**src/verilog/hfs_pkg.sv**
```systemverilog
// Package of constants and types for the hotswap fault supervisor
package hfs_pkg;

  // ----------------------------------------------------------------
  // APB register offsets
  // ----------------------------------------------------------------
  localparam logic [7:0] HFS_SETUP_ADDR = 8'h00;
  localparam logic [7:0] HFS_MASK_ADDR = 8'h04;
  localparam logic [7:0] HFS_STATUS_ADDR = 8'h08;
  localparam logic [7:0] HFS_STATE_ADDR = 8'h0C;

  // ----------------------------------------------------------------
  // Setup register fields
  // ----------------------------------------------------------------
  localparam int HFS_RETRY_BIT = 0;
  localparam int HFS_FAST_BIT = 1;
  localparam int HFS_GP1_LSB = 2;
  localparam int HFS_GP2_LSB = 4;
  localparam int HFS_GPO1_BIT = 6;
  localparam int HFS_GPO2_BIT = 7;
  localparam logic [7:0] HFS_SETUP_RST = 8'h00;
  localparam logic [9:0] HFS_MASK_RST = 10'h000;

  // ----------------------------------------------------------------
  // Fault indices (status and mask bit positions)
  // ----------------------------------------------------------------
  localparam int HFS_F_OT = 0;
  localparam int HFS_F_CB = 1;
  localparam int HFS_F_SC = 2;
  localparam int HFS_F_SPF = 3;
  localparam int HFS_F_CURRENT_MONITOR_PIN_OPEN = 4;
  localparam int HFS_F_CURRENT_REFERENCE_PIN = 5;
  localparam int HFS_F_SUTMR = 6;
  localparam int HFS_F_GS = 7;
  localparam int HFS_F_DS = 8;
  localparam int HFS_F_EXT = 9;
  localparam int HFS_NFAULT = 10;

  // ----------------------------------------------------------------
  // Timing
  // ----------------------------------------------------------------
  localparam int HFS_CLK_MHZ = 25;
  localparam int HFS_CURRENT_MONITOR_PIN_SHORT_US = 45;
  localparam int HFS_GS_US = 10;
  localparam int HFS_CURRENT_MONITOR_PIN_SHORT_CYC = HFS_CURRENT_MONITOR_PIN_SHORT_US * HFS_CLK_MHZ;
  localparam int HFS_GS_CYC = HFS_GS_US * HFS_CLK_MHZ;
  localparam int HFS_CNT_W = 16;

  // ----------------------------------------------------------------
  // Supervisor states
  // ----------------------------------------------------------------
  typedef enum logic [2:0] {
    HFS_OFF = 3'b000,
    HFS_START = 3'b001,
    HFS_ON = 3'b010,
    HFS_LATCHED = 3'b011,
    HFS_RETRY = 3'b100,
    HFS_FAST = 3'b101
  } hfs_state_t;

endpackage

```
**src/verilog/hfs_delay.sv**
```systemverilog
// Qualify delay: output rises after input held for a cycle count
`timescale 1ns/100ps
module hfs_delay
  import hfs_pkg::*;
#(
  parameter int COUNT = 1
)
(
  // Clock and reset
  input wire logic pclk,
  input wire logic presetn,
  // Condition
  input wire logic cond,
  output logic done
);

  logic [HFS_CNT_W-1:0] count;

  always_ff @(posedge pclk or negedge presetn)
  begin
    if (!presetn)
      count <= '0;
    else if (!cond)
      count <= '0;
    else if (count != HFS_CNT_W'(COUNT))
      count <= count + 1'b1;
  end

  always_ff @(posedge pclk or negedge presetn)
  begin
    if (!presetn)
      done <= 1'b0;
    else
      done <= cond && (count == HFS_CNT_W'(COUNT - 1));
  end

endmodule // hfs_delay

```
**src/verilog/hfs_supervisor.sv**
```systemverilog
// Fault supervisor top: detection, latching, retry, indication, APB
//
// Notes on behaviour
// - Open monitor pin reads above reference: trip circuit breaker regardless of load.
// - Backup overcurrent with monitor detection failing latches single point fault.
// - Shorted monitor pin, backup exceeded 45us: latched maskable shutdown.
// - Reference too high, backup overcurrent, primary silent: single point fault.
// - Reference shorted to ground gives zero threshold: limit or trip.
// - Two general pins, function chosen by setup register bits.
// - Fast recovery short circuit: trip, limited restart, no latch, pin high.
// - Gate-source FET fault: latched, maskable, indicated after 10us.
// - Drain-source FET fault: shutdown, pin low maskable, not latched.
// - Switch enable pulled low externally without UV or OV: latched fault.
// - Open reference, backup exceeded for overcurrent timer: latched shutdown.
// - After a latched fault follow latch-off or auto-retry per retry_select.
// - Auto-retry: latched fault starts retry timer, fault pin held low.
// - Retry expiry releases fault pin and readies automatic restart.
// - Automatic restart runs normal slew-limited startup.
// - short_fast_recover: short turns off fast, restarts limited, no timer.
// - Supply cycle or enable below shutdown clears latch, pin, timer.
// - Enable slightly below undervoltage only does not clear a latch.
// - Primary device decides fault response for the whole chain.
// - Secondary with unregistered fault pulls switch enable low, latches.
// - Mask bit set suppresses fault pin for that maskable fault.
`timescale 1ns/100ps
module hfs_supervisor
  import hfs_pkg::*;
#(
  parameter int OCT_CYC = 25000,
  parameter int RETRY_CYC = 250000,
  parameter int STARTUP_CYC = 50000,
  parameter int FASTOFF_CYC = 25
)
(
  // APB
  input wire logic pclk,
  input wire logic presetn,
  input wire logic psel,
  input wire logic penable,
  input wire logic pwrite,
  input wire logic [7:0] paddr,
  input wire logic [31:0] pwdata,
  output logic [31:0] prdata,
  output logic pready,
  output logic pslverr,
  // Analog comparator results
  input wire logic monitor_over_ref,
  input wire logic monitor_pin_open,
  input wire logic limit_over_ref,
  input wire logic short_detect,
  input wire logic backup_over,
  input wire logic reference_pin_open,
  input wire logic over_temp,
  input wire logic fet_gs_bad,
  input wire logic fet_ds_bad,
  input wire logic gate_ready,
  // Supply and enable levels
  input wire logic supply_ok,
  input wire logic enable_above_uv,
  input wire logic enable_above_sd,
  input wire logic input_ov,
  // Chain
  input wire logic is_primary,
  input wire logic switch_enable_link_in,
  output logic switch_enable_link_out,
  output logic switch_enable_link_oe,
  // Power stage
  output logic fet_on,
  output logic current_limit_mode,
  output logic slew_start,
  // Fault pin and alert
  output logic fault_indicator_n_out,
  output logic fault_indicator_n_oe,
  output logic alert_n,
  // General pins
  input wire logic ext_memory_data_in,
  input wire logic temp_digital,
  input wire logic ext_memory_clock,
  input wire logic ext_memory_data,
  output logic general_pin_one,
  output logic general_pin_two
);

  // ----------------------------------------------------------------
  // Registers
  // ----------------------------------------------------------------
  logic [7:0] device_setup;
  logic [HFS_NFAULT-1:0] fault_pin_mask;
  logic [HFS_NFAULT-1:0] fault_status;
  hfs_state_t state;
  logic [17:0] timer;
  logic retry_select;
  logic short_fast_recover;
  logic clear_latch;
  logic in_uv_ov;
  logic running;
  logic wr_en;
  logic rd_en;
  logic [HFS_NFAULT-1:0] fault_event;
  logic [HFS_NFAULT-1:0] latched_evt;
  logic any_latch;
  logic oc_timed;
  logic oc_current_reference_pin_timed;
  logic current_monitor_pin_short_timed;
  logic gs_timed;
  logic spf_cond;
  logic current_monitor_pin_short_cond;
  logic ds_active;

  assign retry_select = device_setup[HFS_RETRY_BIT];
  assign short_fast_recover = device_setup[HFS_FAST_BIT];
  assign clear_latch = !supply_ok || !enable_above_sd;
  assign in_uv_ov = !supply_ok || !enable_above_uv || input_ov;
  assign running = (state == HFS_START) || (state == HFS_ON);

  // ----------------------------------------------------------------
  // Detection
  // ----------------------------------------------------------------
  // Primary trip: open monitor pin pulls above reference; shorted
  // reference makes limit comparator fire at any load
  hfs_delay #(.COUNT(OCT_CYC)) u_oc (
    .pclk(pclk),
    .presetn(presetn),
    .cond(running && (monitor_over_ref || limit_over_ref)),
    .done(oc_timed)
  );

  // Backup current over while primary monitor and limit stay silent
  assign spf_cond = running && backup_over && !monitor_over_ref
    && !limit_over_ref && !short_detect;
  assign current_monitor_pin_short_cond = spf_cond && !reference_pin_open;

  hfs_delay #(.COUNT(HFS_CURRENT_MONITOR_PIN_SHORT_CYC)) u_current_monitor_pin (
    .pclk(pclk),
    .presetn(presetn),
    .cond(current_monitor_pin_short_cond),
    .done(current_monitor_pin_short_timed)
  );

  hfs_delay #(.COUNT(OCT_CYC)) u_current_reference_pin (
    .pclk(pclk),
    .presetn(presetn),
    .cond(spf_cond && reference_pin_open),
    .done(oc_current_reference_pin_timed)
  );

  hfs_delay #(.COUNT(HFS_GS_CYC)) u_gs (
    .pclk(pclk),
    .presetn(presetn),
    .cond(running && fet_gs_bad),
    .done(gs_timed)
  );

  always_comb
  begin
    fault_event = '0;
    fault_event[HFS_F_OT] = running && over_temp;
    fault_event[HFS_F_CB] = oc_timed;
    fault_event[HFS_F_SC] = running && short_detect;
    fault_event[HFS_F_SPF] = current_monitor_pin_short_timed || oc_current_reference_pin_timed;
    fault_event[HFS_F_CURRENT_MONITOR_PIN_OPEN] = running && monitor_pin_open;
    fault_event[HFS_F_CURRENT_REFERENCE_PIN] = oc_current_reference_pin_timed;
    fault_event[HFS_F_SUTMR] = (state == HFS_START)
      && (timer == 18'(STARTUP_CYC));
    fault_event[HFS_F_GS] = gs_timed;
    fault_event[HFS_F_DS] = (state == HFS_START) && fet_ds_bad
      && (timer == 18'(STARTUP_CYC));
    // Own drive lags state a cycle; fet_on avoids a false trip at start
    fault_event[HFS_F_EXT] = running && fet_on && !switch_enable_link_in
      && !in_uv_ov;
  end

  // Short with fast recovery and drain-source fault never latch
  always_comb
  begin
    latched_evt = fault_event;
    latched_evt[HFS_F_DS] = 1'b0;
    if (short_fast_recover)
      latched_evt[HFS_F_SC] = 1'b0;
  end
  // Secondary with an unregistered fault latches the chain off
  assign any_latch = |latched_evt;
  assign ds_active = fet_ds_bad && !running && state != HFS_LATCHED;

  // ----------------------------------------------------------------
  // Supervisor state machine
  // ----------------------------------------------------------------
  always_ff @(posedge pclk or negedge presetn)
  begin
    if (!presetn)
    begin
      state <= HFS_OFF;
      timer <= '0;
    end
    else if (clear_latch)
    begin
      state <= HFS_OFF;
      timer <= '0;
    end
    else
    begin
      unique case (state)
        HFS_OFF:
        begin
          timer <= '0;
          if (!in_uv_ov && !fet_ds_bad && (is_primary || switch_enable_link_in))
            state <= HFS_START;
        end
        HFS_START:
        begin
          timer <= timer + 1'b1;
          if (any_latch)
          begin
            state <= retry_select ? HFS_RETRY : HFS_LATCHED;
            timer <= '0;
          end
          else if (fault_event[HFS_F_SC])
          begin
            state <= HFS_FAST;
            timer <= '0;
          end
          else if (fault_event[HFS_F_DS] || in_uv_ov)
            state <= HFS_OFF;
          else if (gate_ready)
            state <= HFS_ON;
        end
        HFS_ON:
        begin
          timer <= '0;
          if (any_latch)
            state <= retry_select ? HFS_RETRY : HFS_LATCHED;
          else if (fault_event[HFS_F_SC])
            state <= HFS_FAST;
          else if (in_uv_ov)
            state <= HFS_OFF;
        end
        HFS_LATCHED:
          timer <= '0; // Only a supply or enable cycle leaves
        HFS_RETRY:
        begin
          timer <= timer + 1'b1;
          if (timer == 18'(RETRY_CYC - 1))
            state <= HFS_OFF;
        end
        HFS_FAST:
        begin
          timer <= timer + 1'b1;
          if (timer == 18'(FASTOFF_CYC - 1))
          begin
            state <= HFS_START;
            timer <= '0;
          end
        end
        default:
          state <= HFS_OFF;
      endcase
    end
  end

  // ----------------------------------------------------------------
  // Power stage and chain outputs
  // ----------------------------------------------------------------
  always_ff @(posedge pclk or negedge presetn)
  begin
    if (!presetn)
    begin
      fet_on <= 1'b0;
      current_limit_mode <= 1'b0;
      slew_start <= 1'b0;
      switch_enable_link_oe <= 1'b0;
    end
    else
    begin
      fet_on <= (state == HFS_START) || (state == HFS_ON);
      slew_start <= (state == HFS_START);
      if (state == HFS_FAST)
        current_limit_mode <= 1'b1;
      else if (state == HFS_ON || state == HFS_OFF)
        current_limit_mode <= 1'b0;
      // Drive low whenever off; high drive only when switch on
      switch_enable_link_oe <= 1'b1;
    end
  end
  assign switch_enable_link_out = fet_on;

  // ----------------------------------------------------------------
  // Status flags and fault pin
  // ----------------------------------------------------------------
  // Set wins over clear by host write
  always_ff @(posedge pclk or negedge presetn)
  begin
    if (!presetn)
      fault_status <= '0;
    else if (clear_latch)
      fault_status <= '0;
    else if (wr_en && paddr == HFS_STATUS_ADDR)
      fault_status <= (fault_status & ~pwdata[HFS_NFAULT-1:0])
        | fault_event;
    else
      fault_status <= fault_status | fault_event;
  end

  logic pin_low;
  always_comb
  begin
    pin_low = 1'b0;
    if (state == HFS_LATCHED || state == HFS_RETRY)
      pin_low = |(fault_status & ~fault_pin_mask)
        || fault_status[HFS_F_SUTMR];
    if (ds_active && !fault_pin_mask[HFS_F_DS])
      pin_low = 1'b1;
  end

  always_ff @(posedge pclk or negedge presetn)
  begin
    if (!presetn)
    begin
      fault_indicator_n_oe <= 1'b0;
      alert_n <= 1'b1;
    end
    else
    begin
      fault_indicator_n_oe <= pin_low;
      alert_n <= !fault_status[HFS_F_SPF];
    end
  end
  assign fault_indicator_n_out = 1'b0;

  // ----------------------------------------------------------------
  // General pins
  // ----------------------------------------------------------------
  always_ff @(posedge pclk or negedge presetn)
  begin
    if (!presetn)
    begin
      general_pin_one <= 1'b0;
      general_pin_two <= 1'b0;
    end
    else
    begin
      unique case (device_setup[HFS_GP1_LSB+:2])
        2'h0: general_pin_one <= temp_digital;
        2'h1: general_pin_one <= ext_memory_clock;
        default: general_pin_one <= device_setup[HFS_GPO1_BIT];
      endcase
      unique case (device_setup[HFS_GP2_LSB+:2])
        2'h0: general_pin_two <= ext_memory_data_in;
        2'h1: general_pin_two <= ext_memory_data;
        default: general_pin_two <= device_setup[HFS_GPO2_BIT];
      endcase
    end
  end

  // ----------------------------------------------------------------
  // APB slave
  // ----------------------------------------------------------------
  assign pready = 1'b1;
  assign wr_en = psel && penable && pwrite;
  assign rd_en = psel && !penable && !pwrite;
  assign pslverr = psel && penable && !(paddr == HFS_SETUP_ADDR
    || paddr == HFS_MASK_ADDR || paddr == HFS_STATUS_ADDR
    || paddr == HFS_STATE_ADDR);

  always_ff @(posedge pclk or negedge presetn)
  begin
    if (!presetn)
    begin
      device_setup <= HFS_SETUP_RST;
      fault_pin_mask <= HFS_MASK_RST;
    end
    else if (wr_en)
    begin
      if (paddr == HFS_SETUP_ADDR)
        device_setup <= pwdata[7:0];
      if (paddr == HFS_MASK_ADDR)
        fault_pin_mask <= pwdata[HFS_NFAULT-1:0];
    end
  end

  always_ff @(posedge pclk or negedge presetn)
  begin
    if (!presetn)
      prdata <= '0;
    else if (rd_en)
    begin
      unique case (paddr)
        HFS_SETUP_ADDR: prdata <= {24'h000000, device_setup};
        HFS_MASK_ADDR: prdata <= {22'h000000, fault_pin_mask};
        HFS_STATUS_ADDR: prdata <= {22'h000000, fault_status};
        HFS_STATE_ADDR: prdata <= {27'h0000000, fet_on, state,
          !fault_indicator_n_oe};
        default: prdata <= '0;
      endcase
    end
  end

endmodule // hfs_supervisor

```
**config.mk**
```make
export PLATFORM = sky130hd
export DESIGN_NAME = hfs_supervisor
export DESIGN_NICKNAME = d
export VERILOG_FILES = /design/src/verilog/hfs_pkg.sv /design/src/verilog/hfs_delay.sv /design/src/verilog/hfs_supervisor.sv
export SDC_FILE = /design/constraint.sdc
export NUM_CORES = 1
export LEC_CHECK = 0
export ABC_AREA = 0
export ABC_CLOCK_PERIOD_IN_PS = 4300
export BUFFER_PORTS_ARGS = -buffer_cell sky130_fd_sc_hd__buf_2
export CELL_PAD_IN_SITES_DETAIL_PLACEMENT = 0
export CELL_PAD_IN_SITES_GLOBAL_PLACEMENT = 1
export CORE_UTILIZATION = 48
export DETAILED_ROUTE_END_ITERATION = 10
export PLACE_DENSITY = 0.94
export SLEW_MARGIN = 20
export SYNTH_ARGS = -nofsm -noshare
export SYNTH_HDL_FRONTEND = slang
export SYNTH_SLANG_ARGS = --single-unit
export TNS_END_PERCENT = 50
```
**constraint.sdc**
```tcl
create_clock -name pclk -period 4.3 [get_ports pclk]
set_input_delay 0.215 -clock pclk [delete_from_list [all_inputs] [get_ports pclk]]
set_output_delay 0.215 -clock pclk [all_outputs]
set_load 0.03 [all_outputs]
```
== Word-level counts from Yosys, hierarchy flattened ==
Cells that the tools add are included.
Storage, ports and cells
  register bits after elaboration: 157
  output and inout bits: 44
  logic and storage cells: 176
Operators by class
  add/subtract/negate cells: 5
  equality and inequality tests: 32
  mux-type cells: 36
  bitwise logic cells: 6
  reduce and logical (&&, ||, !) cells: 75
Operators with widths (number)
  $mux W16: 8
  $mux W18: 4
  $pmux W18 S4: 1
  $add A16 B1 Y16 const B: 4
  $pmux W10 S4: 1
  $mux W3: 12
  $eq A16 B15 Y1 const B: 2
  $logic_and A1 B1 Y1: 32
  $ne A16 B15 Y1 const B: 2
  $and A10 B10 Y10: 2
  $mux W10: 2
  $not A10 Y10: 2
  $or A10 B10 Y10: 2
  $add A18 B1 Y18 const B: 1
  $eq A18 B16 Y1 const B: 1
  $eq A18 B18 Y1 const B: 1
  $eq A18 B5 Y1 const B: 1
  $pmux W3 S6: 1
  $logic_not A1 Y1: 17
  $eq A16 B11 Y1 const B: 1
  $eq A16 B8 Y1 const B: 1
  $eq A8 B4 Y1 const B: 2
  $ne A16 B11 Y1 const B: 1
  $ne A16 B8 Y1 const B: 1
  other kinds (23): 52

== Longest topological paths before layout ==
Gate-level depths: netlist of run 1.
  depth in word-level cells: 9
  gate-level depth with buffers: 9

== By module ==
Synthesis of run 1 repeated with hierarchy kept, for this count alone.
Second synthesis, totals
  cell total of the unflattened synthesis: 756
  area, all modules: 7564.8 um2
Modules (own cells, without submodules)
  hfs_supervisor: times used 1, cells each 388, area each 3832.4 um2, sequential area each 1677.9 um2
  hfs_delay (u_current_reference_pin ...): times used 2, cells each 90, area each 914.6 um2, sequential area each 425.4 um2
  hfs_delay (u_current_monitor_pin): times used 1, cells each 93, area each 954.7 um2, sequential area each 425.4 um2
  hfs_delay (u_gs): times used 1, cells each 95, area each 948.4 um2, sequential area each 425.4 um2

== Worst setup path after synthesis of run 1 ==
No wires, ideal clock.
  kind: register to register
  from: register timer[8]
  to: register state[1]
  arrival: 2144 ps
  data required time: 4172 ps
  path slack: 2028 ps
  stages on the path, launching flop included: 7
  buffers on the path: 0
  path through: dfrtp_1 -> nand2_1 -> or4_4 -> or3_1 -> o211ai_1 -> mux2_2 -> mux2_1
Between the ends
  cells in the longest elaborated chain, start to end: 8
Ends and longest elaborated chain
  from (decl): line hfs_supervisor.sv:91  | logic [17:0] timer;
  from (signal assigned): line hfs_supervisor.sv:211  | timer <= timer + 1'b1;
  from (signal assigned): line hfs_supervisor.sv:241  | timer <= timer + 1'b1;
  from (signal assigned): line hfs_supervisor.sv:247  | timer <= timer + 1'b1;
  $eq A18 B16 Y1: line hfs_supervisor.sv:164, hfs_supervisor.sv:167
  $logic_and A1 B1 Y1: line hfs_supervisor.sv:167  | && (timer == 18'(STARTUP_CYC));
  $logic_or A1 B1 Y1: line hfs_supervisor.sv:222  | else if (fault_event[HFS_F_DS] || in_uv_ov)
  $mux W3: line hfs_supervisor.sv:222
  $mux W3: line hfs_supervisor.sv:217  | else if (fault_event[HFS_F_SC])
  $mux W3: line hfs_supervisor.sv:212  | if (any_latch)
  $pmux W3 S6: line hfs_supervisor.sv:202  | unique case (state)
  $mux W3: line hfs_supervisor.sv:195  | else if (clear_latch)
  to (signal assigned): line hfs_supervisor.sv:214  | state <= retry_select ? HFS_RETRY : HFS_LATCHED;
  to (signal assigned): line hfs_supervisor.sv:231  | state <= retry_select ? HFS_RETRY : HFS_LATCHED;
  to (decl): line hfs_supervisor.sv:90  | hfs_state_t state;
Several ways; a longest one is shown, not always the timed one.
A chain may end at the register's enable or synchronous reset.

== Final worst setup path of run 1 ==
  from: register state[1]
  to: register timer[7]
Between the ends
  cells in the longest elaborated chain, start to end: 9
Ends and longest elaborated chain
  $eq A3 B1 Y1 or $eq A3 B2 Y1 (tied branches): line hfs_supervisor.sv:114, hfs_supervisor.sv:163, hfs_supervisor.sv:202
  $logic_or A1 B1 Y1: line hfs_supervisor.sv:114  | assign running = (state == HFS_START) || (state == HFS_ON);
  $logic_and A1 B1 Y1 (2 in series): line hfs_supervisor.sv:169  | fault_event[HFS_F_EXT] = running && fet_on && !switch_enable_link_in
  $logic_and A1 B1 Y1: line hfs_supervisor.sv:170  | && !in_uv_ov;
  $reduce_or A9 Y1: line hfs_supervisor.sv:182  | assign any_latch = |latched_evt;
  $mux W18: line hfs_supervisor.sv:212
  $pmux W18 S4: line hfs_supervisor.sv:202
  $mux W18: line hfs_supervisor.sv:195
Several ways; a longest one is shown, not always the timed one.

==> key figures, run 1 <==
Run status
  – Status: complete, no violations

Worst setup path
  – Kind of critical path: register to register
  – WP data required: 4.60 ns
  – Worst Path Arrival: 3.08 ns
  – Slowest CP cell: o31a_1
  – Critical Path Sink Type: register
  – Startpoint types: register
  – Cell Chain, Critical Path: nor3b_2, nand2_1, nor3_4, o31a_1, nor2_4, a221o_1
  – CP peak stage delay: 0.70 ns
  – Worst-path fanout max: 18

Timing
  – Hold slack final: 0.05404 ns
  – Fin crit period: 2.775 ns
  – Unrepaired setup endpoints after global routing: no
  – Final worst slack: 1.525 ns
  – Slew headroom: 0.3200
  – Final period utilization: 0.6454
  – Final setup TNS: 0 ns
  – Max Slew Vio Count: 0
  – Worst Max-Slew Pin Slew: 1.012 ns
  – Highest clock rate: 360.3 MHz
  – Final setup vio count: 0
  – Skew final: 0.007435 ns
  – Hold Fails Final Rpt: 0

Floorplan
  – IO Count: 109
  – Placeable core area: 14530 sq um
  – Rows: 44
  – Die ar.: 15400 sq um
  – Die width: 124.1 microns
  – Initial core utilization: 0.4923
  – Die Ht: 124.1 microns

Cells and area
  – Share of cells above drive strength 1: 0.1601
  – Layout Cells excl Fill: 1002
  – Antenna diode count: 0
  – # nets final: 882
  – Core Util, Final: 0.5583
  – Post-route cell area: 8114 sq um
  – Area Overhead vs Synth: 13.39%
  – Most common cell after layout, fill and taps aside: dfrtp_1
  – Most frequent cells in the layout: dfrtp_1 (134), nor2_1 (107), nand2_1 (70)
  – Fillers: 1294

Placed design
  – Port bufs: 62
  – Post-DP Area: 7520 sq um
  – Cells after DPL: 969
  – GPL Wtd Cong: 0.7850
  – HPWL after DPL: 10450 microns
  – Pre-CTS WS: 1.573 ns

Clocking
  – Clk sink count: 135
  – Setup Fix Bufs, Post-CTS: 0
  – TritonCTS clock tree: done
  – Root Driver: clkbuf_16
  – Clk slew on worst S/H paths: 0.06 ns
  – CTS buffer count: 17
  – Cts repair resizes: 0
  – Hold buffers post-CTS: 1
  – CTS max path bufs: 2
  – H-tree depth: 4
  – Clk_lat worst skew: 0.42 ns

Power
  – Switching part of the total: 0.2636
  – Reg power frac: 0.440
  – Clk pwr share: 0.461
  – Pint: 2.220 mW
  – Switching Power: 794.6 uW
  – Total Power: 3.015 mW
  – Logic pwr share: 0.099
  – Power Density: 371.5 nW/um^2
  – Leak: 3.479 nW
  – Worst VDD drop: 0.3087 mV

Worst hold path
  – Tightest Hold Check Type: input port to register

Global route
  – GRT Total Usage: 0.2171
  – Initial antenna violation count: 0
  – Vias in the first global route: 5283
  – GRT Residual Overflow: 0
  – Largest net degree at the start of global routing: 100
  – First-pass GRT wire length: 25670 microns

Logic synthesis
  – Synth Flop Type: dfrtp_1
  – Seq/Total Area, Yosys: 0.4723
  – Mapped Area: 7156 sq um
  – Post-synth EDFFs: 0
  – Syn Area/Cell: 9.631 sq um
  – Count of cell types in the netlist: 64
  – Ys Warns: 0
  – Async S/R FF share, synth: 1.000
  – Seq cells post-synth: 135
  – Gate Count Post-Synth: 743

Routing
  – # DRC: 0
  – DRT iter0 DRCs: 335
  – Antenna-violating nets left: 0
  – Vias post-DR: 5577
  – Routed wire length: 15300 microns
  – Vias per cell: 5.566
  – DR pass1 iterations: 5
  – WL/cell: 15.27 microns

Flow run
  – MaxCap Viol Count: 0
-- synthesized netlist by cell type (6+ instances only) --
| cell | n | area [sq um] |
|---|---|---|
| a21oi_1 | 20 | 100.1 |
| a221o_1 | 12 | 120.1 |
| a22o_1 | 13 | 113.9 |
| and3_1 | 14 | 87.58 |
| buf_4 | 26 | 195.2 |
| clkbuf_1 | 15 | 56.30 |
| dfrtp_1 | 134 | 3353 |
| ha_1 | 12 | 150.1 |
| inv_1 | 31 | 116.4 |
| mux2_2 | 18 | 202.7 |
| mux2i_1 | 8 | 80.08 |
| nand2_1 | 70 | 262.8 |
| nand2b_1 | 7 | 43.79 |
| nand3_1 | 49 | 245.2 |
| nand4_1 | 9 | 56.30 |
| nor2_1 | 107 | 401.6 |
| nor2b_1 | 6 | 37.54 |
| nor3_1 | 20 | 100.1 |
| nor4_1 | 11 | 68.82 |
| o21ai_0 | 18 | 90.09 |
| or3_1 | 9 | 56.30 |
| xnor2_1 | 25 | 219.0 |
| xor2_1 | 26 | 227.7 |
-- state kept, by name, indices dropped and copies added, names as in the netlist, 3 cells and up --
register / cells
prdata: 10
u_current_monitor_pin.count: 16
u_gs.count: 16
u_current_reference_pin.count: 16
fault_pin_mask: 10
u_oc.count: 16
state: 3
device_setup: 8
fault_status: 10
timer: 18
-- power by group through the flow --
stage	combinational [mW]	clock, mW	sequential, mW
after floorplan	0.213	0	1.35
after global placement	0.293	0	1.35
after detailed placement	0.298	0	1.35
after CTS	0.300	1.42	1.32
after global routing	0.330	1.47	1.33
final	0.298	1.39	1.33
-- path summary, 6_finish.rpt --
check / slack (ns) / from / depth (start not counted) / to
setup / recovery: 1.52 / state[1] / 6 / timer[7]
hold / removal: 0.05 / pwdata[8] / 2 / fault_pin_mask[8]
setup reg to reg: 1.52 / state[1] / 6 / timer[7]
hold reg to reg: 0.47 / prdata[8] / 2 / prdata[8]
max in group asynchronous: 2.81 / presetn / 3 / u_gs.count[15]
min in group asynchronous: 0.47 / presetn / 2 / timer[13]
-- logic make-up (layout without fill, tap and decap cells) --
family | Yosys count | after routing | share of synthesized area
muxes | 32 | 32 | 0.05683
and+or+nand+nor | 333 | 333 | 0.2292
DFF | 135 | 135 | 0.4723
AOI/OAI and AO/OA | 101 | 101 | 0.1007
buffers and inverters | 77 | 129 | 0.05648
other | 2 | 25 | 0.001050
adders and majority gates | 12 | 12 | 0.02098
xor gates and xnor gates | 51 | 51 | 0.06242
-- cell type report --
class,instances,area [sq um],share of cell area
Tap cell,184,230.2,0.02837
Clock buffer,22,474.2,0.05844
Timing Repair Buffer,65,341.6,0.04210
Sequential cell,135,3379,0.4165
Clock inverter,10,97.59,0.01203
Inverter,32,120.1,0.01480
Multi-Input combinational cell,554,3471,0.4278
-- worst max-delay path: cells and delay by family, from the launching register on --
kind | cells | cell delay, ns
DFF | 1 | 0.58
AOI/OAI and AO/OA | 2 | 1.08
and+or+nand+nor | 4 | 0.98
-- routing by layer --
layer | vias to the layer above | wire [microns] | global-route usage
li1 | 2703 | - | -
met1 | 2699 | 6932 | 0.2753
met2 | 149 | 7308 | 0.3536
met3 | 26 | 700 | 0.05632
met4 | 0 | 356 | 0.08557
met5 | - | 0 | 0
No activity file was read; power rests on OpenSTA's default activity.
==> run 2, diff against run 1 <==
- ABC_CLOCK_PERIOD_IN_PS: 4300 -> 2300
- CORE_UTILIZATION: 48 -> 40
- PLACE_DENSITY: 0.94 -> 0.85
- clock period: 4.3 -> 2.3 ns (I/O delays scaled with it)
==> run 2 against run 1 <==
Clock skew grew 0.00071 ns. Setup slack worse by 1.5 ns. Wire length increased by 6.9%. Register-to-register slack worse by 1.5 ns. Power up 97%. Global-route usage fell by 2.8 points. Combinational power up 130%. Critical path type unchanged. Largest power group unchanged.
==> key figures, run 2 (synthesis results as in run 1) <==
Floorplan
  – Initial core utilization: 0.4123 (-0.08007)
  – IO Count: 109 (unchanged)
  – Die width: 135.8 microns (+9.4%)
  – Placeable core area: 17360 sq um (+19%)
  – Rows: 48 (+9.1%)
  – Die ar.: 18430 sq um (+20%)
  – Die Ht: 135.8 microns (+9.4%)

Global route
  – Vias in the first global route: 5528 (+4.6%)
  – GRT Total Usage: 0.1893 (-0.02789)
  – Met1 usage: 0.2509 (-0.02437)
  – Initial antenna violation count: 0 (unchanged)
  – Global-route met3 utilization: 0.03517 (-0.02115)
  – First-pass GRT wire length: 27380 microns (+6.7%)
  – Routing usage on met2: 0.3033 (-0.05030)
  – GRT Residual Overflow: 0 (unchanged)
  – Largest net degree at the start of global routing: 58 (-42%)
  – Gr busiest metal: met2

Routing
  – Vias per cell: 5.221 (-6.2%)
  – Antenna-violating nets left: 0 (unchanged)
  – DRT iter0 DRCs: 360 (+7.5%)
  – WL/cell: 14.93 microns (-2.2%)
  – DR pass1 iterations: 4 (-1)
  – Vias post-DR: 5717 (+2.5%)
  – # DRC: 0 (unchanged)
  – Routed wire length: 16350 microns (+6.9%)

Cells and area
  – Fillers: 1620 (+25%)
  – Share of cells above drive strength 1: 0.1977 (+0.03755)
  – Post-route cell area: 8637 sq um (+6.4%)
  – Most frequent cells in the layout: dfrtp_1 (133), nor2_1 (107), nand2_1 (70)
  – Most common cell after layout, fill and taps aside: dfrtp_1
  – # nets final: 934 (+5.9%)
  – Antenna diode count: 0 (unchanged)
  – Number of flip-flops in the largest register: 18 (unchanged)
  – Most flops, register: timer
  – Core Util, Final: 0.4976 (-0.06066)
  – Area Overhead vs Synth: 20.70%

Power
  – Reg power frac: 0.415 (-0.025)
  – Switching Power: 1.712 mW (+120%)
  – Logic pwr share: 0.114 (+0.015)
  – Power Density: 686.6 nW/um^2 (+85%)
  – Pint: 4.219 mW (+90%)
  – Total Power: 5.931 mW (+97%)
  – Worst VDD drop: 0.5544 mV (+80%)
  – Clk pwr share: 0.472 (+0.011)
  – Switching part of the total: 0.2887 (+0.02509)
  – Leak: 3.772 nW (+8.4%)

Timing
  – Final worst slack: 0.06718 ns (-1.458 ns)
  – Slew headroom: 0.6071 (+0.2872)
  – Hold Fails Final Rpt: 0 (unchanged)
  – Final setup TNS: 0 ns (unchanged)
  – Highest clock rate: 447.9 MHz (+24%)
  – Final period utilization: 0.9708 (+0.3254)
  – Worst Max-Slew Pin Slew: 0.5744 ns (-0.4372 ns)
  – Skew final: 0.008149 ns (+0.0007139 ns)
  – Fin crit period: 2.233 ns (-0.5424 ns)
  – Unrepaired setup endpoints after global routing: no
  – Final setup vio count: 0 (unchanged)
  – Max Slew Vio Count: 0 (unchanged)

Worst setup path
  – Kind of critical path: register to register
  – Worst-path fanout max: 3 (-15)
  – Startpoint types: register
  – WP data required: 2.61 ns (-1.99 ns)
  – Worst Path Arrival: 2.55 ns (-0.53 ns)
  – Critical Path Sink Type: register

Clocking
  – Clk slew on worst S/H paths: 0.07 ns (about the same)
  – CTS buffer count: 17 (unchanged)
  – Clk sink count: 135 (unchanged)
  – Clk_lat worst skew: 0.43 ns (about the same)
  – H-tree depth: 4 (unchanged)
  – CTS max path bufs: 2 (unchanged)
  – Setup Fix Bufs, Post-CTS: 0 (unchanged)
  – TritonCTS clock tree: done
  – Root Driver: clkbuf_16

Flow run
  – MaxCap Viol Count: 0 (unchanged)

Placed design
  – Post-DP Area: 7881 sq um (+4.8%)
  – Pre-CTS WS: 0.07004 ns (-1.503 ns)
  – GPL Wtd Cong: 0.8172 (+4.1%)
  – Port bufs: 62 (unchanged)
  – HPWL after DPL: 11480 microns (+9.8%)

Run status
  – Status: complete, no violations

Worst hold path
  – Tightest Hold Check Type: input port to register
## run 2: changes by cell type in the layout (fill, tap and decap cells not counted), sizes merged
| cell | before | now |
|---|---|---|
| inv | 32 | 45 |
| clkinv | 3 | 0 |
| buf | 64 | 102 |
| clkinvlp | 6 | 1 |
| dlygate4sd3 | 1 | 15 |
| clkbuf | 22 | 17 |
## run 2: power groups by stage
| stage | Sequential [mW] | Clock (mW) | Combinational (mW) |
|---|---|---|---|
| 2_1_floorplan | 2.52 | 0 | 0.399 |
| 3_3_place_gp | 2.50 | 0 | 0.646 |
| 3_5_place_dp | 2.50 | 0 | 0.654 |
| 4_1_cts | 2.46 | 2.86 | 0.680 |
| 5_1_grt | 2.47 | 2.96 | 0.739 |
| 6_report | 2.46 | 2.80 | 0.674 |
## run 2: area by class of cell
type | count | area, sq um | area share
clock buffer | 17 | 425.4 | 0.04925
sequential | 135 | 3381 | 0.3914
inverter | 32 | 120.1 | 0.01391
multi-input combinational | 554 | 3463 | 0.4010
clock inverter | 15 | 173.9 | 0.02014
timing repair buffer | 117 | 792.0 | 0.09170
tap | 225 | 281.5 | 0.03259
## run 2: metrics by stage
| stage | hold slack, ns | instances |
|---|---|---|
| global placement | 0.1204 | 1048 |
| detailed placement | 0.1207 | 1048 |
| global route | 0.008316 | 1095 |
| CTS | 0.0003522 | 1095 |
| finish | 0.003028 | 1095 |
| floorplan | -0.1806 | 766 |
## run 2: final timing paths
path | start | to | slack, ns | cells after the start
setup / recovery | timer[8] | state[1] | 0.07 | 6
min in group asynchronous | presetn | u_gs.count[5] | 0.20 | 2
hold reg to reg | prdata[9] | prdata[9] | 0.48 | 2
hold / removal | monitor_pin_open | fault_status[4] | 0.003 | 3
max in group asynchronous | presetn | alert_n | 1.32 | 3
setup reg to reg | timer[8] | state[1] | 0.07 | 6
## run 2: routing by layer
metal / part of all wire / wire length [microns]
met3: 0.040 / 659
met5: 0 / 0
met1: 0.47 / 7681
met4: 0.019 / 317
met2: 0.47 / 7688
## run 2: critical path: stages, from the launching register on
cell      delay, ns
dfrtp_1        0.36
nand2_1        0.09
or4_4          0.55
or3_4          0.39
o211ai_1       0.10
mux2_2         0.35
mux2_1         0.28
## run 2: what timing repair did
action | in CTS | in global routing
gates resized for setup | 0 | 2
hold buffers | 15 | 0
setup endpoints to repair | 0 | 1
hold endpoints to repair | 74 | 0
